**src/verilog/rxaf_regs.vh**
```
// Register map, field positions, reset values and codes of the receive address/pattern filter
`ifndef RXAF_REGS_VH
`define RXAF_REGS_VH

// Register byte offsets
`define RXAF_OFF_CTRL      6'h00
`define RXAF_OFF_HT0       6'h04
`define RXAF_OFF_HT1       6'h08
`define RXAF_OFF_HT2       6'h0C
`define RXAF_OFF_HT3       6'h10
`define RXAF_OFF_WOFS      6'h14
`define RXAF_OFF_MASK_LO   6'h18
`define RXAF_OFF_MASK_HI   6'h1C
`define RXAF_OFF_EXPSUM    6'h20
`define RXAF_OFF_ADDR_LO   6'h24
`define RXAF_OFF_ADDR_HI   6'h28
`define RXAF_OFF_STATUS    6'h2C

// Fields of rx_filter_control
`define RXAF_BIT_ALLONES   0
`define RXAF_BIT_GROUP     1
`define RXAF_BIT_INVERT    12
`define RXAF_BIT_WAKE      14
`define RXAF_BIT_HASHED    15
`define RXAF_MODE_HI       11
`define RXAF_MODE_LO       8

// Reset values
`define RXAF_CTRL_RST      16'h0059
`define RXAF_HT_RST        16'h0000
`define RXAF_WOFS_RST      6'h00
`define RXAF_MASK_RST      32'h0000_0000
`define RXAF_EXPSUM_RST    16'h0000
`define RXAF_ADDR_LO_RST   32'h0000_0000
`define RXAF_ADDR_HI_RST   16'h0000

// Hash
`define RXAF_CRC_POLY      32'h04C1_1DB7
`define RXAF_CRC_INIT      32'hFFFF_FFFF
`define RXAF_HASH_HI       28
`define RXAF_HASH_LO       23

// Frame geometry
`define RXAF_ADDR_BYTES    8'h06
`define RXAF_WIN_LAST      7'h3F
`define RXAF_SYNC_BYTES    3'h6
`define RXAF_ADDR_REPS     4'hF

// Checksum filter modes
`define RXAF_PM_OFF        4'h0
`define RXAF_PM_ONLY       4'h1
`define RXAF_PM_UC         4'h2
`define RXAF_PM_NOT_UC     4'h3
`define RXAF_PM_MC         4'h4
`define RXAF_PM_NOT_MC     4'h5
`define RXAF_PM_BC         4'h6
`define RXAF_PM_NOT_BC     4'h7
`define RXAF_PM_HASH       4'h8
`define RXAF_PM_WAKE       4'h9

// Decision reasons
`define RXAF_WHY_NONE      3'h0
`define RXAF_WHY_ALLONES   3'h1
`define RXAF_WHY_GROUP     3'h2
`define RXAF_WHY_HASHED    3'h3
`define RXAF_WHY_WAKE      3'h4
`define RXAF_WHY_CHECKSUM  3'h5

// AXI responses
`define RXAF_RESP_OKAY     2'h0
`define RXAF_RESP_DECERR   2'h3

`endif
```
**src/verilog/rxaf_crc32.v**
```verilog
// Byte-wide CRC-32 engine over the destination address for the hashed filter
`timescale 1ns/1ps
`default_nettype none
`include "rxaf_regs.vh"

module rxaf_crc32 (
  input  wire        aclk,
  input  wire        aresetn,
  input  wire        start,
  input  wire        byte_en,
  input  wire [7:0]  byte_in,
  output reg  [31:0] crc_reg
);

  reg [31:0] crc_next;
  reg [31:0] seed;
  integer    i;

  // Serial LFSR, byte bits taken least significant first as on the wire
  always @* begin
    seed     = start ? `RXAF_CRC_INIT : crc_reg;
    crc_next = seed;
    for (i = 0; i < 8; i = i + 1) begin
      if (crc_next[31] ^ byte_in[i]) begin
        crc_next = {crc_next[30:0], 1'b0} ^ `RXAF_CRC_POLY;
      end else begin
        crc_next = {crc_next[30:0], 1'b0};
      end
    end
  end

  always @(posedge aclk) begin
    if (!aresetn) begin
      crc_reg <= `RXAF_CRC_INIT;
    end else if (byte_en) begin
      crc_reg <= crc_next;
    end else if (start) begin
      crc_reg <= `RXAF_CRC_INIT;
    end
  end

endmodule
`default_nettype wire

```
**src/verilog/rxaf_filter.v**
```verilog
// Receive filter chain tail: broadcast, multicast, hash, wake pattern, checksum window
`timescale 1ns/1ps
`default_nettype none
`include "rxaf_regs.vh"

// Summary of operation
// - Multicast accepts when first address bit set
// - Multicast off at reset, enabled control bit1
// - Broadcast accepts all-ones destination address
// - Broadcast on at reset, control bit0
// - CRC-32 over six destination bytes
// - Pointer is CRC bits 28 to 23
// - Four 16-bit table registers, ascending pointer
// - Table bit set accepts, clear passes on
// - All-ones table accepts all, zeros none
// - Hash off at reset, control bit15
// - Wake: six FF then address sixteen times
// - Wake pattern searched anywhere in frame
// - Wake off at reset, control bit14
// - 64-byte window within first 128 bytes
// - Offset zero starts at destination address
// - Short frame fails checksum match always
// - Mask one includes byte, zero omits
// - Compare checksum, invert result by bit12
// - Mode 0001 checksum only, 0010 to 1001 add condition
// - Checksum filter off at reset, else discard
// - Mode codes select address condition
module rxaf_filter (
  input  wire        aclk,
  input  wire        aresetn,
  input  wire [5:0]  s_axi_awaddr,
  input  wire        s_axi_awvalid,
  output reg         s_axi_awready,
  input  wire [31:0] s_axi_wdata,
  input  wire [3:0]  s_axi_wstrb,
  input  wire        s_axi_wvalid,
  output reg         s_axi_wready,
  output reg  [1:0]  s_axi_bresp,
  output reg         s_axi_bvalid,
  input  wire        s_axi_bready,
  input  wire [5:0]  s_axi_araddr,
  input  wire        s_axi_arvalid,
  output reg         s_axi_arready,
  output reg  [31:0] s_axi_rdata,
  output reg  [1:0]  s_axi_rresp,
  output reg         s_axi_rvalid,
  input  wire        s_axi_rready,
  input  wire        rx_valid,
  input  wire [7:0]  rx_data,
  input  wire        rx_sof,
  input  wire        rx_eof,
  input  wire        rx_upper_pass,
  output reg         decide_valid,
  output reg         decide_accept,
  output reg  [2:0]  decide_why
);

  // Registers
  reg [15:0] rx_filter_control_reg;
  reg [15:0] hash_table_bits_0_15_reg;
  reg [15:0] hash_table_bits_16_31_reg;
  reg [15:0] hash_table_bits_32_47_reg;
  reg [15:0] hash_table_bits_48_63_reg;
  reg [5:0]  checksum_window_offset_reg;
  reg [63:0] checksum_byte_mask_reg;
  reg [15:0] expected_checksum_reg;
  reg [47:0] local_station_address_reg;

  // Bus slave state
  reg [5:0]  aw_addr_reg;
  reg        aw_full_reg;
  reg [31:0] w_data_reg;
  reg [3:0]  w_strb_reg;
  reg        w_full_reg;
  wire       aw_take = s_axi_awvalid & s_axi_awready;
  wire       w_take = s_axi_wvalid & s_axi_wready;
  wire       wr_commit = aw_full_reg & w_full_reg & ~s_axi_bvalid;
  wire       aw_full_next = ~wr_commit & (aw_full_reg | aw_take);
  wire       w_full_next = ~wr_commit & (w_full_reg | w_take);
  wire       ar_take = s_axi_arvalid & s_axi_arready;
  wire       rvalid_next = ar_take | (s_axi_rvalid & ~s_axi_rready);

  // Frame tracking
  reg [7:0]  pos_reg;
  reg [47:0] da_reg;
  reg [15:0] sum_reg;
  reg        hi_pend_reg;
  reg [7:0]  hi_byte_reg;
  reg        win_done_reg;
  reg [2:0]  ff_cnt_reg;
  reg        in_addr_reg;
  reg [2:0]  addr_idx_reg;
  reg [3:0]  rep_cnt_reg;
  reg        wake_found_reg;
  reg [3:0]  last_why_reg;
  wire [31:0] crc_val;

  function [31:0] merge;
    input [31:0] old;
    input [31:0] val;
    input [3:0]  strb;
    integer k;
    begin
      for (k = 0; k < 4; k = k + 1) begin
        merge[8*k +: 8] = strb[k] ? val[8*k +: 8] : old[8*k +: 8];
      end
    end
  endfunction

  function [15:0] merge16;
    input [15:0] old;
    input [31:0] val;
    input [3:0]  strb;
    merge16 = {strb[1] ? val[15:8] : old[15:8], strb[0] ? val[7:0] : old[7:0]};
  endfunction

  function mapped;
    input [5:0] a;
    begin
      mapped = (a[1:0] == 2'b00) && (a <= `RXAF_OFF_STATUS);
    end
  endfunction

  function [15:0] oc_add;
    input [15:0] a;
    input [15:0] b;
    reg   [16:0] s;
    begin
      s      = {1'b0, a} + {1'b0, b};
      oc_add = s[15:0] + {15'h0000, s[16]};
    end
  endfunction

  // Address condition for each checksum filter mode
  function pm_cond;
    input [3:0] mode;
    input       uc;
    input       mc;
    input       bc;
    input       hh;
    input       wk;
    begin
      case (mode)
        `RXAF_PM_ONLY:   pm_cond = 1'b1;
        `RXAF_PM_UC:     pm_cond = uc;
        `RXAF_PM_NOT_UC: pm_cond = ~uc;
        `RXAF_PM_MC:     pm_cond = mc;
        `RXAF_PM_NOT_MC: pm_cond = ~mc;
        `RXAF_PM_BC:     pm_cond = bc;
        `RXAF_PM_NOT_BC: pm_cond = ~bc;
        `RXAF_PM_HASH:   pm_cond = hh;
        `RXAF_PM_WAKE:   pm_cond = wk;
        default:         pm_cond = 1'b0;
      endcase
    end
  endfunction

  // AXI4-Lite write side: address and data taken in either order
  always @(posedge aclk) begin
    if (!aresetn) begin
      aw_full_reg   <= 1'b0;
      w_full_reg    <= 1'b0;
      aw_addr_reg   <= 6'h00;
      w_data_reg    <= 32'h0000_0000;
      w_strb_reg    <= 4'h0;
      s_axi_awready <= 1'b0;
      s_axi_wready  <= 1'b0;
      s_axi_bvalid  <= 1'b0;
      s_axi_bresp   <= `RXAF_RESP_OKAY;
    end else begin
      aw_full_reg   <= aw_full_next;
      w_full_reg    <= w_full_next;
      s_axi_awready <= ~aw_full_next;
      s_axi_wready  <= ~w_full_next;
      if (aw_take) begin
        aw_addr_reg <= s_axi_awaddr;
      end
      if (w_take) begin
        w_data_reg <= s_axi_wdata;
        w_strb_reg <= s_axi_wstrb;
      end
      if (wr_commit) begin
        s_axi_bvalid <= 1'b1;
        s_axi_bresp  <= mapped(aw_addr_reg) ? `RXAF_RESP_OKAY : `RXAF_RESP_DECERR;
      end else if (s_axi_bready) begin
        s_axi_bvalid <= 1'b0;
      end
    end
  end

  // Register file; status is read-only, so writes there are dropped
  always @(posedge aclk) begin
    if (!aresetn) begin
      rx_filter_control_reg      <= `RXAF_CTRL_RST;
      hash_table_bits_0_15_reg   <= `RXAF_HT_RST;
      hash_table_bits_16_31_reg  <= `RXAF_HT_RST;
      hash_table_bits_32_47_reg  <= `RXAF_HT_RST;
      hash_table_bits_48_63_reg  <= `RXAF_HT_RST;
      checksum_window_offset_reg <= `RXAF_WOFS_RST;
      checksum_byte_mask_reg     <= {`RXAF_MASK_RST, `RXAF_MASK_RST};
      expected_checksum_reg      <= `RXAF_EXPSUM_RST;
      local_station_address_reg  <= {`RXAF_ADDR_HI_RST, `RXAF_ADDR_LO_RST};
    end else if (wr_commit) begin
      case (aw_addr_reg)
        `RXAF_OFF_CTRL: begin
          rx_filter_control_reg <= merge16(rx_filter_control_reg, w_data_reg, w_strb_reg);
        end
        `RXAF_OFF_HT0: begin
          hash_table_bits_0_15_reg <= merge16(hash_table_bits_0_15_reg, w_data_reg, w_strb_reg);
        end
        `RXAF_OFF_HT1: begin
          hash_table_bits_16_31_reg <= merge16(hash_table_bits_16_31_reg, w_data_reg, w_strb_reg);
        end
        `RXAF_OFF_HT2: begin
          hash_table_bits_32_47_reg <= merge16(hash_table_bits_32_47_reg, w_data_reg, w_strb_reg);
        end
        `RXAF_OFF_HT3: begin
          hash_table_bits_48_63_reg <= merge16(hash_table_bits_48_63_reg, w_data_reg, w_strb_reg);
        end
        `RXAF_OFF_WOFS: begin
          if (w_strb_reg[0]) begin
            checksum_window_offset_reg <= w_data_reg[5:0];
          end
        end
        `RXAF_OFF_MASK_LO: begin
          checksum_byte_mask_reg[31:0] <= merge(checksum_byte_mask_reg[31:0],
                                                w_data_reg, w_strb_reg);
        end
        `RXAF_OFF_MASK_HI: begin
          checksum_byte_mask_reg[63:32] <= merge(checksum_byte_mask_reg[63:32],
                                                 w_data_reg, w_strb_reg);
        end
        `RXAF_OFF_EXPSUM: begin
          expected_checksum_reg <= merge16(expected_checksum_reg, w_data_reg, w_strb_reg);
        end
        `RXAF_OFF_ADDR_LO: begin
          local_station_address_reg[31:0] <= merge(local_station_address_reg[31:0],
                                                   w_data_reg, w_strb_reg);
        end
        `RXAF_OFF_ADDR_HI: begin
          local_station_address_reg[47:32] <= merge16(local_station_address_reg[47:32],
                                                      w_data_reg, w_strb_reg);
        end
        default: begin
        end
      endcase
    end
  end

  // AXI4-Lite read side
  always @(posedge aclk) begin
    if (!aresetn) begin
      s_axi_arready <= 1'b0;
      s_axi_rvalid  <= 1'b0;
      s_axi_rdata   <= 32'h0000_0000;
      s_axi_rresp   <= `RXAF_RESP_OKAY;
    end else begin
      s_axi_arready <= ~rvalid_next;
      s_axi_rvalid  <= rvalid_next;
      if (ar_take) begin
        s_axi_rresp <= mapped(s_axi_araddr) ? `RXAF_RESP_OKAY : `RXAF_RESP_DECERR;
        case (s_axi_araddr)
          `RXAF_OFF_CTRL:    s_axi_rdata <= {16'h0000, rx_filter_control_reg};
          `RXAF_OFF_HT0:     s_axi_rdata <= {16'h0000, hash_table_bits_0_15_reg};
          `RXAF_OFF_HT1:     s_axi_rdata <= {16'h0000, hash_table_bits_16_31_reg};
          `RXAF_OFF_HT2:     s_axi_rdata <= {16'h0000, hash_table_bits_32_47_reg};
          `RXAF_OFF_HT3:     s_axi_rdata <= {16'h0000, hash_table_bits_48_63_reg};
          `RXAF_OFF_WOFS:    s_axi_rdata <= {26'h0000000, checksum_window_offset_reg};
          `RXAF_OFF_MASK_LO: s_axi_rdata <= checksum_byte_mask_reg[31:0];
          `RXAF_OFF_MASK_HI: s_axi_rdata <= checksum_byte_mask_reg[63:32];
          `RXAF_OFF_EXPSUM:  s_axi_rdata <= {16'h0000, expected_checksum_reg};
          `RXAF_OFF_ADDR_LO: s_axi_rdata <= local_station_address_reg[31:0];
          `RXAF_OFF_ADDR_HI: s_axi_rdata <= {16'h0000, local_station_address_reg[47:32]};
          `RXAF_OFF_STATUS:  s_axi_rdata <= {26'h0000000, wake_found_reg, win_done_reg,
                                            last_why_reg};
          default:           s_axi_rdata <= 32'h0000_0000;
        endcase
      end
    end
  end

  // Per-byte view; rx_sof restarts every tracker on the first byte
  wire [7:0]  cur_pos = rx_sof ? 8'h00 : pos_reg;
  wire        da_byte = rx_valid && (cur_pos < `RXAF_ADDR_BYTES);
  wire [7:0]  win_start = {2'b00, checksum_window_offset_reg};
  wire [7:0]  win_idx = cur_pos - win_start;
  wire        in_win = rx_valid && (cur_pos >= win_start) && (win_idx <= {1'b0, `RXAF_WIN_LAST});
  wire        byte_incl = in_win && checksum_byte_mask_reg[win_idx[5:0]];
  wire [15:0] sum_base = rx_sof ? 16'h0000 : sum_reg;
  wire        pend_base = rx_sof ? 1'b0 : hi_pend_reg;

  rxaf_crc32 u_hash_crc (
    .aclk    (aclk),
    .aresetn (aresetn),
    .start   (rx_sof),
    .byte_en (da_byte),
    .byte_in (rx_data),
    .crc_reg (crc_val)
  );

  always @(posedge aclk) begin
    if (!aresetn) begin
      pos_reg      <= 8'h00;
      da_reg       <= 48'h0000_0000_0000;
      sum_reg      <= 16'h0000;
      hi_pend_reg  <= 1'b0;
      hi_byte_reg  <= 8'h00;
      win_done_reg <= 1'b0;
    end else if (rx_valid) begin
      if (cur_pos != 8'hFF) begin
        pos_reg <= cur_pos + 8'h01;
      end
      if (rx_sof) begin
        win_done_reg <= 1'b0;
      end
      if (da_byte) begin
        da_reg[8*cur_pos[2:0] +: 8] <= rx_data;
      end
      if (in_win && (win_idx == {1'b0, `RXAF_WIN_LAST})) begin
        win_done_reg <= 1'b1;
      end
      sum_reg     <= sum_base;
      hi_pend_reg <= pend_base;
      if (byte_incl) begin
        if (pend_base) begin
          sum_reg     <= oc_add(sum_base, {hi_byte_reg, rx_data});
          hi_pend_reg <= 1'b0;
        end else begin
          hi_byte_reg <= rx_data;
          hi_pend_reg <= 1'b1;
        end
      end
    end
  end

  // Wake pattern search: sync run of FF, then address repeated
  wire [2:0] ff_base = rx_sof ? 3'h0 : ff_cnt_reg;
  wire       addr_base = rx_sof ? 1'b0 : in_addr_reg;
  wire [7:0] want_byte = local_station_address_reg[8*addr_idx_reg +: 8];
  wire [7:0] first_byte = local_station_address_reg[7:0];
  wire [2:0] ff_step = (ff_base == `RXAF_SYNC_BYTES) ? ff_base : ff_base + 3'h1;

  always @(posedge aclk) begin
    if (!aresetn) begin
      ff_cnt_reg     <= 3'h0;
      in_addr_reg    <= 1'b0;
      addr_idx_reg   <= 3'h0;
      rep_cnt_reg    <= 4'h0;
      wake_found_reg <= 1'b0;
    end else if (rx_valid) begin
      if (rx_sof) begin
        wake_found_reg <= 1'b0;
      end
      if (addr_base && rx_data == want_byte) begin
        ff_cnt_reg <= 3'h0;
        if (addr_idx_reg == 3'h5) begin
          addr_idx_reg <= 3'h0;
          rep_cnt_reg  <= rep_cnt_reg + 4'h1;
          if (rep_cnt_reg == `RXAF_ADDR_REPS) begin
            wake_found_reg <= 1'b1;
            in_addr_reg    <= 1'b0;
          end
        end else begin
          addr_idx_reg <= addr_idx_reg + 3'h1;
        end
      end else if (!addr_base && ff_base == `RXAF_SYNC_BYTES && rx_data == first_byte) begin
        in_addr_reg  <= 1'b1;
        addr_idx_reg <= 3'h1;
        rep_cnt_reg  <= 4'h0;
        ff_cnt_reg   <= 3'h0;
      end else begin
        // Mismatch restarts the search anywhere later in the frame
        in_addr_reg <= 1'b0;
        ff_cnt_reg  <= (rx_data == 8'hFF) ? (addr_base ? 3'h1 : ff_step) : 3'h0;
      end
    end
  end

  // Frame decision, taken on the cycle after the frame check sequence
  wire [63:0] hash_table = {hash_table_bits_48_63_reg, hash_table_bits_32_47_reg,
                            hash_table_bits_16_31_reg, hash_table_bits_0_15_reg};
  wire [5:0]  hash_ptr = crc_val[`RXAF_HASH_HI:`RXAF_HASH_LO];
  wire        is_bc = (da_reg == 48'hFFFF_FFFF_FFFF);
  wire        is_mc = da_reg[0];
  wire        is_uc = (da_reg == local_station_address_reg);
  wire        is_hash = hash_table[hash_ptr];
  wire [15:0] sum_fin = hi_pend_reg ? oc_add(sum_reg, {hi_byte_reg, 8'h00}) : sum_reg;
  wire [15:0] chk_fin = ~sum_fin;
  wire        chk_hit = win_done_reg &&
                        ((chk_fin == expected_checksum_reg) ^
                         rx_filter_control_reg[`RXAF_BIT_INVERT]);
  wire [3:0]  pm_mode = rx_filter_control_reg[`RXAF_MODE_HI:`RXAF_MODE_LO];
  wire        acc_bc = rx_filter_control_reg[`RXAF_BIT_ALLONES] && is_bc;
  wire        acc_mc = rx_filter_control_reg[`RXAF_BIT_GROUP] && is_mc;
  wire        acc_hash = rx_filter_control_reg[`RXAF_BIT_HASHED] && is_hash;
  wire        acc_wake = rx_filter_control_reg[`RXAF_BIT_WAKE] && wake_found_reg;
  wire        acc_pm = chk_hit &&
                       pm_cond(pm_mode, is_uc, is_mc, is_bc, is_hash, wake_found_reg);
  reg  [2:0]  why;

  always @* begin
    if (acc_bc) begin
      why = `RXAF_WHY_ALLONES;
    end else if (acc_mc) begin
      why = `RXAF_WHY_GROUP;
    end else if (acc_hash) begin
      why = `RXAF_WHY_HASHED;
    end else if (acc_wake) begin
      why = `RXAF_WHY_WAKE;
    end else if (acc_pm) begin
      why = `RXAF_WHY_CHECKSUM;
    end else begin
      why = `RXAF_WHY_NONE;
    end
  end

  // Frames already settled by the higher filters give no decision here
  always @(posedge aclk) begin
    if (!aresetn) begin
      decide_valid  <= 1'b0;
      decide_accept <= 1'b0;
      decide_why    <= `RXAF_WHY_NONE;
      last_why_reg  <= 4'h0;
    end else begin
      decide_valid <= rx_eof && rx_upper_pass;
      if (rx_eof && rx_upper_pass) begin
        decide_accept <= (why != `RXAF_WHY_NONE);
        decide_why    <= why;
        last_why_reg  <= {why != `RXAF_WHY_NONE, why};
      end
    end
  end

endmodule
`default_nettype wire

```
**config.mk**
```make
export PLATFORM = sky130hd
export DESIGN_NAME = rxaf_filter
export DESIGN_NICKNAME = d
export VERILOG_FILES = /design/src/verilog/rxaf_crc32.v /design/src/verilog/rxaf_filter.v
export VERILOG_INCLUDE_DIRS = /design/src /design/src/verilog
export SDC_FILE = /design/constraint.sdc
export NUM_CORES = 1
export LEC_CHECK = 0
export BUFFER_PORTS_ARGS = -buffer_cell sky130_fd_sc_hd__buf_2
export CAP_MARGIN = 10
export CELL_PAD_IN_SITES_DETAIL_PLACEMENT = 1
export CELL_PAD_IN_SITES_GLOBAL_PLACEMENT = 1
export CORE_ASPECT_RATIO = 0.7
export CORE_MARGIN = 1
export CORE_UTILIZATION = 35
export DETAILED_ROUTE_END_ITERATION = 7
export GPL_TIMING_DRIVEN = 0
export PLACE_DENSITY_LB_ADDON = 0.1
export REMOVE_ABC_BUFFERS = 1
export SKIP_LAST_GASP = 1
export SYNTH_ARGS = -nofsm -noshare
export SYNTH_HDL_FRONTEND = slang
export SYNTH_SLANG_ARGS = --single-unit
```
**constraint.sdc**
```tcl
create_clock -name aclk -period 8.2 [get_ports aclk]
set_input_delay 1.23 -clock aclk [delete_from_list [all_inputs] [get_ports aclk]]
set_output_delay 1.23 -clock aclk [all_outputs]
set_load 0.05 [all_outputs]
```
# Yosys cells after proc, flatten, opt, wreduce, memory -nomap -nowiden
# Cells that the tools add are included.
[classes]
bitwise_logic = 39
eq_ne = 43
muxes = 57
n_shift = 3
addsub = 10
n_lt_le_gt_ge = 7
reduce_logical = 60
[op_table]
columns = ["cell", "n"]
rows = [
  ["$pmux W32 S12", 1],
  ["$mux W27", 8],
  ["$not A14 Y14", 8],
  ["$reduce_and A3 Y1", 30],
  ["$mux W16", 4],
  ["$mux W32", 2],
  ["$bwmux W48", 1],
  ["$eq A48 B48 Y1", 1],
  ["$eq A48 B48 Y1 const B", 1],
  ["$eq A6 B5 Y1 const B", 8],
  ["$shift A8 B34 Y48 const A", 1],
  ["$shiftx A48 B7 Y8", 1],
  ["$shiftx A8 B34 Y48", 1],
  ["$eq A6 B6 Y1 const B", 7],
  ["$mux W3", 14],
  ["$add A16 B16 Y17", 2],
  ["$neg A6 Y34", 1],
  ["$add A16 B1 Y16", 2],
  ["$eq A6 B4 Y1 const B", 4],
  ["$mux W1", 18],
  ["$logic_and A1 B1 Y1", 17],
  ["$eq A16 B16 Y1", 1],
  ["$eq A4 B3 Y1 const B", 4],
  ["$eq A8 B8 Y1", 2],
  ["other kinds (34)", 80],
]
[totals]
ff_bits = 434
in_bits = 67
word_cells = 275
output_inout_bits = 46

# Longest topological paths before layout
# Gate-level depths: netlist of the first run.
[logic_depth]
ltp_word = 18
depth_mapped = 23
mapped_depth_nobuf = 20

# Hierarchy
# A second synthesis of the first run with hierarchy kept.
[unflattened]
cells_unflattened = 2620
area_unflattened_um2 = 23257.3
[by_module_without_submodules]
columns = ["mod", "n_inst", "seq_area_each_um2", "area_per_inst_um2", "cells_per_inst"]
rows = [
  ["rxaf_filter", 1, 7927.6, 20624.8, 2302],
  ["rxaf_crc32", 1, 640.6, 2632.5, 318],
]

# Least setup slack after synthesis of the first run
# OpenSTA, ideal clock, no wires.
[synth_path]
path_type = "in2reg"
from = "input rx_sof"
to = "register sum_reg[14]"
setup_ns = 0.118
required_time_ns = 8.082
arrival_time_ns = 5.584
path_stages = 18
slack_ns = 2.497
n_path_buf = 5
cell_sequence = "clkbuf_1 clkbuf_1 clkbuf_1 buf_1 clkbuf_1 nor2b_1 ha_1 fa_1 a21o_1 a21o_1 a2111oi_0 a311oi_1 a2111o_1 nor3b_2 nand3_1 nor4b_1 xnor2_1 o2bb2ai_1"
[synth_via]
elab_chain_len = 6
elab_cells_between_ends = 15
cone_classes = "add/sub (3); order compare (2); mux (7); reduce/logical (3)"
[synth_rtl]
columns = ["element", "line_no", "text"]
rows = [
  ["start, declared", "rxaf_filter.v:50", "input wire rx_sof,"],
  ["branches (longest 5 deep; another with $add A16 B16 Y17)", "--", ""],
  ["$mux W16 (*)", "rxaf_filter.v:324", "if (byte_incl) begin"],
  ["end signal, assigned", "rxaf_filter.v:322", "sum_reg <= sum_base;"],
  ["end signal, assigned", "rxaf_filter.v:326", "sum_reg <= oc_add(sum_base, {hi_byte_reg, rx_data});"],
  ["end, declared", "rxaf_filter.v:86", "reg [15:0] sum_reg;"],
]
# Every way passes the cells marked *. The select of a mux whose other input is x is not followed.
# A chain may end at the register's enable or synchronous reset.

# Worst setup path in the final report of the first run
[layout_path]
from = "input rx_sof"
to = "register sum_reg[7]"
# The elaborated chain is that of the path after synthesis.

==> results of run 1 <==
-- through the flow --
stage / std cells / worst slack, ns / setup TNS (ns)
after floorplan: 2433 / 3.205 / 0
after global placement: 3436 / -0.6826 / -12.90
after detailed placement: 3451 / 1.551 / 0
after CTS: 3539 / 2.197 / 0
after global routing: 3541 / 1.828 / 0
final: 3543 / 2.145 / 0
-- Yosys cell counts, types with 29 or more instances --
library cell	count	share of area, %
a21oi_1	79	1.7
inv_1	40	0.64
a22oi_1	74	2.4
mux4_2	54	5.2
a21boi_0	81	2.6
nand3_1	48	1.0
nand2_1	280	4.5
nor3_1	35	0.74
o21ai_0	79	1.7
clkbuf_1	137	2.2
nor2_1	127	2.0
dfxtp_1	428	36
nand4_1	29	0.77
xor2_1	92	3.4
mux2i_1	275	12
xnor2_1	99	3.7
ha_1	40	2.1
nor2b_1	302	8.0
-- cell type report --
type / count / area (sq um)
Timing Repair Buffer: 129 / 864.6
Tap cell: 891 / 1115
Sequential cell: 428 / 8571
Clock buffer: 73 / 1426
Clock inverter: 15 / 186.4
Multi-Input combinational cell: 1964 / 14210
Antenna cell: 2 / 5.005
Fill cell: 7668 / 39990
Inverter: 41 / 153.9
-- logic make-up (layout without fill, tap and decap cells) --
group | after synthesis | count (layout)
AOI/OAI and AO/OA | 458 | 458
other | 0 | 2
buffers and inverters | 211 | 258
adders and majority gates | 43 | 43
DFF | 428 | 428
xor gates and xnor gates | 191 | 191
and+or+nand+nor | 938 | 938
muxes | 334 | 334
-- metal layers --
metal | routed length (um) | up-vias | track usage [%]
met4 | 2006 | 2 | 7.092
met2 | 34210 | 444 | 35.04
met1 | 40190 | 9628 | 34.11
li1 | - | 9170 | -
met5 | 14 | - | 0
met3 | 5555 | 107 | 5.557
-- critical path: cells and delay by family --
family	cells	cell delay, ns
AOI/OAI and AO/OA	2	0.74
adders and majority gates	1	0.88
buffers and inverters	6	1.69
muxes	4	1.53
and+or+nand+nor	2	0.40
-- worst max-delay path by stage --
stage          slack (ns)          end    from  cells past startpoint
4_1_cts              2.20   sum_reg[7]  rx_sof                     15
2_1_floorplan        3.21  sum_reg[10]  rx_sof                     11
5_1_grt              1.83   sum_reg[8]  rx_sof                     15
3_3_place_gp        -0.68   sum_reg[5]  rx_sof                     12
3_5_place_dp         1.55   sum_reg[7]  rx_sof                     15
6_report             2.15   sum_reg[7]  rx_sof                     15
-- power breakdown --
group,internal [uW],total [uW],switching (uW),leakage (uW)
Clock,1300,2260,958,0.000796
Combinational,203,490,287,0.00635
Sequential,2130,2210,87.7,0.00346
==> run_results.csv, run 1 <==
group,metric,value,unit
drt,drc,0,
timing,hold_ws,0.4632,ns
setup_path,r2r-end,"decide_why[0]",
cells_and_area,layout_commonest_cell,"dfxtp_1",
die,core_area,66520,sq um
power,ir_drop,0.0001270,V
setup_path,start_kind,"primary input",
synthesis,synth_compound_area_share,13.03,%
timing,rsz0062_at_grt,"no",
synthesis,synth_cell_types,76,
timing,skew,0.03045,ns
clock_tree,cts_tree,"done",
grt,overflow,0,
clock_tree,cts_root_buffer,"clkbuf_16",
timing,timing.final.crit_period,6.055,ns
timing,slew_viol_final,0,
timing,relSlewSlack,16.08,%
power,power_leakage,0.01060,uW
grt,grt_pass1_wl,124400,um
cells_and_area,final_nets,2723,
place,port_buffers,112,
setup_path,cpPeakStageDelay,0.88,ns
setup_path,crit_slowest_cell,"fa_1",
die,io_pins,113,
cells_and_area,final_area,26540,sq um
synthesis,synthArstFlopShare,0,%
drt,drtAntennaViolNets,0,
drt,dr.pass1.iters,5,
setup_path,crit_chain,"buf_4 -> buf_16 -> clkinv_1 -> nand2_1 -> inv_1 -> fa_1 -> buf_8 -> mux4_2 -> mux4_2 -> mux2i_1 -> mux2_2 -> nor2_1 -> a21oi_1 -> buf_4 -> a22o_1",
clock_tree,cts_max_level,2,
place,globalplace.congestion,0.9266,
timing,finalHoldViolations,0,
timing,finalCritPeriodShare,73.84,%
synthesis,avgSynthCellArea,9.054,sq um
synthesis,synth_fa_ha_area_share,2.378,%
power,total_power,4962,uW
cells_and_area,final_core_util,39.89,%
grt,antenna_found_initial,10,
place,post_dp_cell_area,24860,sq um
cells_and_area,drive_above_1_share,10.72,%
clock_tree,post-cts-setup-buffers,0,
place,place_hpwl,59970,um
setup_path,crit_fanout,89,
timing,fmax,165.2,MHz
drt,avgViaCountPerCell,5.462,
clock_tree,clkTransAtPathRegs,0.06,ns
synthesis,ys_ff_latch,428,
clock_tree,cts_sinks,428,
die,die_h,219.1,um
die,dieArea,68400,sq um
synthesis,synth_flop_cell,"dfxtp_1",
outcome,status,"complete, no violations",
synthesis,syn_inst,2603,
clock_tree,cts_buffers,49,
synthesis,synth_top_family_by_area,"simple AND/OR/NAND/NOR gates",
setup_path,critPathCaptureType,"flip-flop",
setup_path,rr_startpoint,"hi_byte_reg[0]",
synthesis,synth-xor-area-share,7.098,%
worst_hold_path,whs_endpoint,"w_strb_reg[0]",
clock_tree,clk_path_buf_depth,3,
setup_path,r2r_setup_slack,2.98,ns
cells_and_area,layout_common_cells,"dfxtp_1 (426), nor2b_1 (302), nand2_1 (278), mux2i_1 (275), nor2_1 (125)",
grt,track_usage,23.77,%
synthesis,syn_area,23570,sq um
die,row_count,79,
clock_tree,ctsHoldBuffers,0,
die,die_x,312.2,um
drt,drt_wl_total,81980,um
die,initial_core_util,35.43,%
worst_hold_path,hp-start,"w_strb_reg[0]",
worst_hold_path,hold_path.class,"flip-flop to flip-flop",
synthesis,yosys_warnings,0,
drt,drt-wirelength-per-cell,23.14,um
job,drv_cap,0,
drt,drt_first_iter_violations,1246,
setup_path,crit_type,"primary input to flip-flop",
drt,via_count,19350,
cells_and_area,syn_to_final_growth,12.59,%
synthesis,synthSimpleGateAreaFrac,20.59,%
synthesis,ys_seq_area_share,36.35,%
timing,worstMarginPinSlew,1.259,ns
cells_and_area,largest_reg_flops,64,
setup_path,rr_worst_depth,20,
setup_path,cp.required,8.75,ns
setup_path,crit_arrival,6.61,ns
worst_hold_path,worstHoldPathCells,2,
timing,setup-violations-final,0,
grt,grt_pass1_vias,19810,
clock_tree,clk_latency,0.62,ns
synthesis,synth-edff-count,0,
power,p_per_area,187.0,nW/um^2
grt,grt_max_degree,162,
synthesis,synth.area.mux_share,17.08,%
clock_tree,post_cts_resized,0,
Note: power is estimated with default switching activity, not from simulation.
==> inputs of run 2 (changes only) <==
==> constraint.sdc (replaced) <==
create_clock -name aclk -period 5 [get_ports aclk]
set_input_delay 0.75 -clock aclk [delete_from_list [all_inputs] [get_ports aclk]]
set_output_delay 0.75 -clock aclk [all_outputs]
set_load 0.05 [all_outputs]
==> run 2 against run 1 <==
- total power up 64%
- cell count up 0.11%
- non-clock buffer count up 4
- sequential cell count unchanged
- combinational power up 64%
- first-iteration DRC count up 2.6%
- sequential power up 64%
- sequential share of layout area down 0.13 points
- clock power up 64%
- core utilization up 0.19 points
- clock skew up 0.0021 ns
- critical path type unchanged
==> run_results.csv, run 2 (synthesis gave the netlist of run 1 again) <==
group,metric,value,unit
timing,fmax,210.1,MHz
timing,relSlewSlack,15.61,%
power,p_per_area,305.1,nW/um^2
setup_path,r2r_setup_slack,0.29,ns
power,total_power,8135,uW
die,io_pins,113,
die,dieArea,68400,sq um
setup_path,crit_chain,"buf_4 -> buf_16 -> nor2b_1 -> inv_2 -> ha_2 -> inv_1 -> fa_2 -> buf_8 -> mux4_2 -> mux4_2 -> mux2i_1 -> mux2_2 -> nor2_1 -> and3_2 -> a22o_1",
drt,drt_wl_total,82120,um
setup_path,crit_arrival,5.26,ns
clock_tree,ctsHoldBuffers,0,
cells_and_area,syn_to_final_growth,13.13,%
timing,slew_viol_final,0,
drt,drc,0,
grt,grt_max_degree,162,
timing,rsz0062_at_grt,"yes",
clock_tree,clk_latency,0.63,ns
drt,top_layer,"met5",
clock_tree,clk_path_buf_depth,3,
grt,grt_pass1_wl,124500,um
setup_path,crit_fanout,89,
clock_tree,cts_sinks,428,
cells_and_area,final_core_util,40.08,%
timing,worstMarginPinSlew,1.266,ns
setup_path,crit_type,"primary input to flip-flop",
drt,via_count,19470,
grt,track_usage,23.78,%
place,port_buffers,112,
setup_path,cp_num_buf_inv,5,
grt,grt_pass1_vias,19810,
cells_and_area,seqCellArea,8578,sq um
setup_path,cp.required,5.50,ns
job,drv_cap,0,
setup_path,rr_startpoint,"sum_reg[8]",
timing,finalCritPeriodShare,95.18,%
setup_path,path_common_cell,"mux4_2",
drt,wl_met1,40320,um
setup_path,critPathCaptureType,"flip-flop",
drt,drtAntennaViolNets,0,
setup_path,crit_end,"sum_reg[0]",
timing,timing.final.crit_period,4.759,ns
outcome,status,"complete, no violations",
worst_hold_path,hold_path.class,"primary input to flip-flop",
die,row_count,79,
clock_tree,cts_tree,"done",
drt,dr_wl_met3,5360,um
setup_path,crit_slowest_cell,"fa_2",
cells_and_area,final_area,26660,sq um
cells_and_area,multi_input_area,14320,sq um
setup_path,r2r-end,"decide_why[0]",
place,place_hpwl,59970,um
timing,hold_ws,0.3666,ns
clock_tree,clkTransAtPathRegs,0.06,ns
setup_path,crit_cells,15,
drt,drt-wirelength-per-cell,23.15,um
cells_and_area,fillCellCount,7665,
timing,finalHoldViolations,0,
setup_path,setup.worst_path.start,"rx_sof",
cells_and_area,largest_reg_flops,64,
setup_path,cpPeakStageDelay,0.70,ns
die,core_area,66520,sq um
die,initial_core_util,35.43,%
cells_and_area,drive_above_1_share,11.72,%
timing,setup_ws,0.2409,ns
drt,dr.pass1.iters,5,
die,die_x,312.2,um
drt,avgViaCountPerCell,5.489,
grt,overflow,0,
clock_tree,cts_root_buffer,"clkbuf_16",
setup_path,rr_worst_depth,20,
drt,routed-wl-met2,34340,um
cells_and_area,layout_commonest_cell,"dfxtp_1",
timing,skew,0.03255,ns
grt,antenna_found_initial,10,
power,power_leakage,0.01063,uW
cells_and_area,layout_common_cells,"dfxtp_1 (424), nor2b_1 (302), nand2_1 (278), mux2i_1 (275), nor2_1 (124)",
setup_path,start_kind,"primary input",
die,die_h,219.1,um
clock_tree,cts_buffers,49,
power,ir_drop,0.0002089,V
place,dp_slack,-1.169,ns
clock_tree,cts_max_level,2,
timing,setup-violations-final,0,
drt,drt_first_iter_violations,1278,
setup_path,cp_top_family,"multiplexers",
place,post_dp_cell_area,24860,sq um
place,globalplace.congestion,0.9266,
cells_and_area,final_nets,2727,
==> run 2: cell types whose count changed in the layout (fill, tap and decap cells not counted), sizes merged <==
cell	before	now
buf	129	133
inv	42	43
clkinv	10	9
==> run 2: per-stage QoR <==
| stage | std cells | TNS, ns |
|---|---|---|
| 2_1_floorplan | 2433 | 0 |
| 3_3_place_gp | 3436 | -386.75 |
| 3_5_place_dp | 3451 | -24.51 |
| 4_1_cts | 3540 | 0 |
| 5_1_grt | 3545 | 0 |
| 6_report | 3547 | 0 |
==> run 2: final cells by class <==
cell class | instances | area share [%]
multi-input cells | 1964 | 53.71
diodes | 2 | 0.01877
clock buffers | 73 | 5.350
flip-flops and latches | 428 | 32.17
clock inverters | 15 | 0.6992
well taps | 891 | 4.181
inverters | 41 | 0.5866
repair buffers | 133 | 3.280
==> run 2: repair_timing <==
item                                    in CTS  in global routing
pin swaps                                    4                 11
endpoints found under the setup margin      25                 25
buffers inserted                             1                  4
hold endpoints to repair                     0                  0
resized for setup                           14                 18
==> run 2: worst reg2reg max path, cell delays in order (launching register included) <==
cell,delay (ns)
dfxtp_4,0.38
ha_4,0.15
inv_1,0.05
fa_2,0.35
nand2b_4,0.17
a21oi_4,0.13
o311a_1,0.21
o21ai_0,0.10
nand2b_1,0.15
ha_2,0.21
buf_4,0.13
nand3_4,0.10
nor4b_4,0.32
or3b_4,0.42
or4b_1,0.49
a31oi_2,0.21
xnor2_1,0.11
nor4_2,0.27
buf_4,0.16
mux2_2,0.35
o31ai_2,0.17
==> run 2: how the worst min path moves through the flow <==
| stage | start | slack, ns | cells past startpoint | endpoint |
|---|---|---|---|---|
| after floorplan | w_strb_reg[0] | 0.44 | 2 | w_strb_reg[0] |
| after global placement | rx_filter_control_reg[4] | 0.46 | 2 | rx_filter_control_reg[4] |
| after global routing | s_axi_wdata[30] | 0.37 | 3 | w_data_reg[30] |
| final | s_axi_wdata[26] | 0.37 | 3 | w_data_reg[26] |
| after CTS | s_axi_wdata[26] | 0.33 | 3 | w_data_reg[26] |
| after detailed placement | w_strb_reg[0] | 0.46 | 2 | w_strb_reg[0] |
==> run 2: layer usage <==
metal | track usage [%] | vias to the layer above
met5 | 0 | -
met4 | 7.092 | 2
met3 | 5.557 | 109
met2 | 35.07 | 476
met1 | 34.12 | 9694
li1 | - | 9189
==> run 2: power breakdown <==
part	internal [uW]	total, uW	switching (uW)
Sequential	3480	3630	144
Clock	2130	3700	1570
Combinational	332	804	471
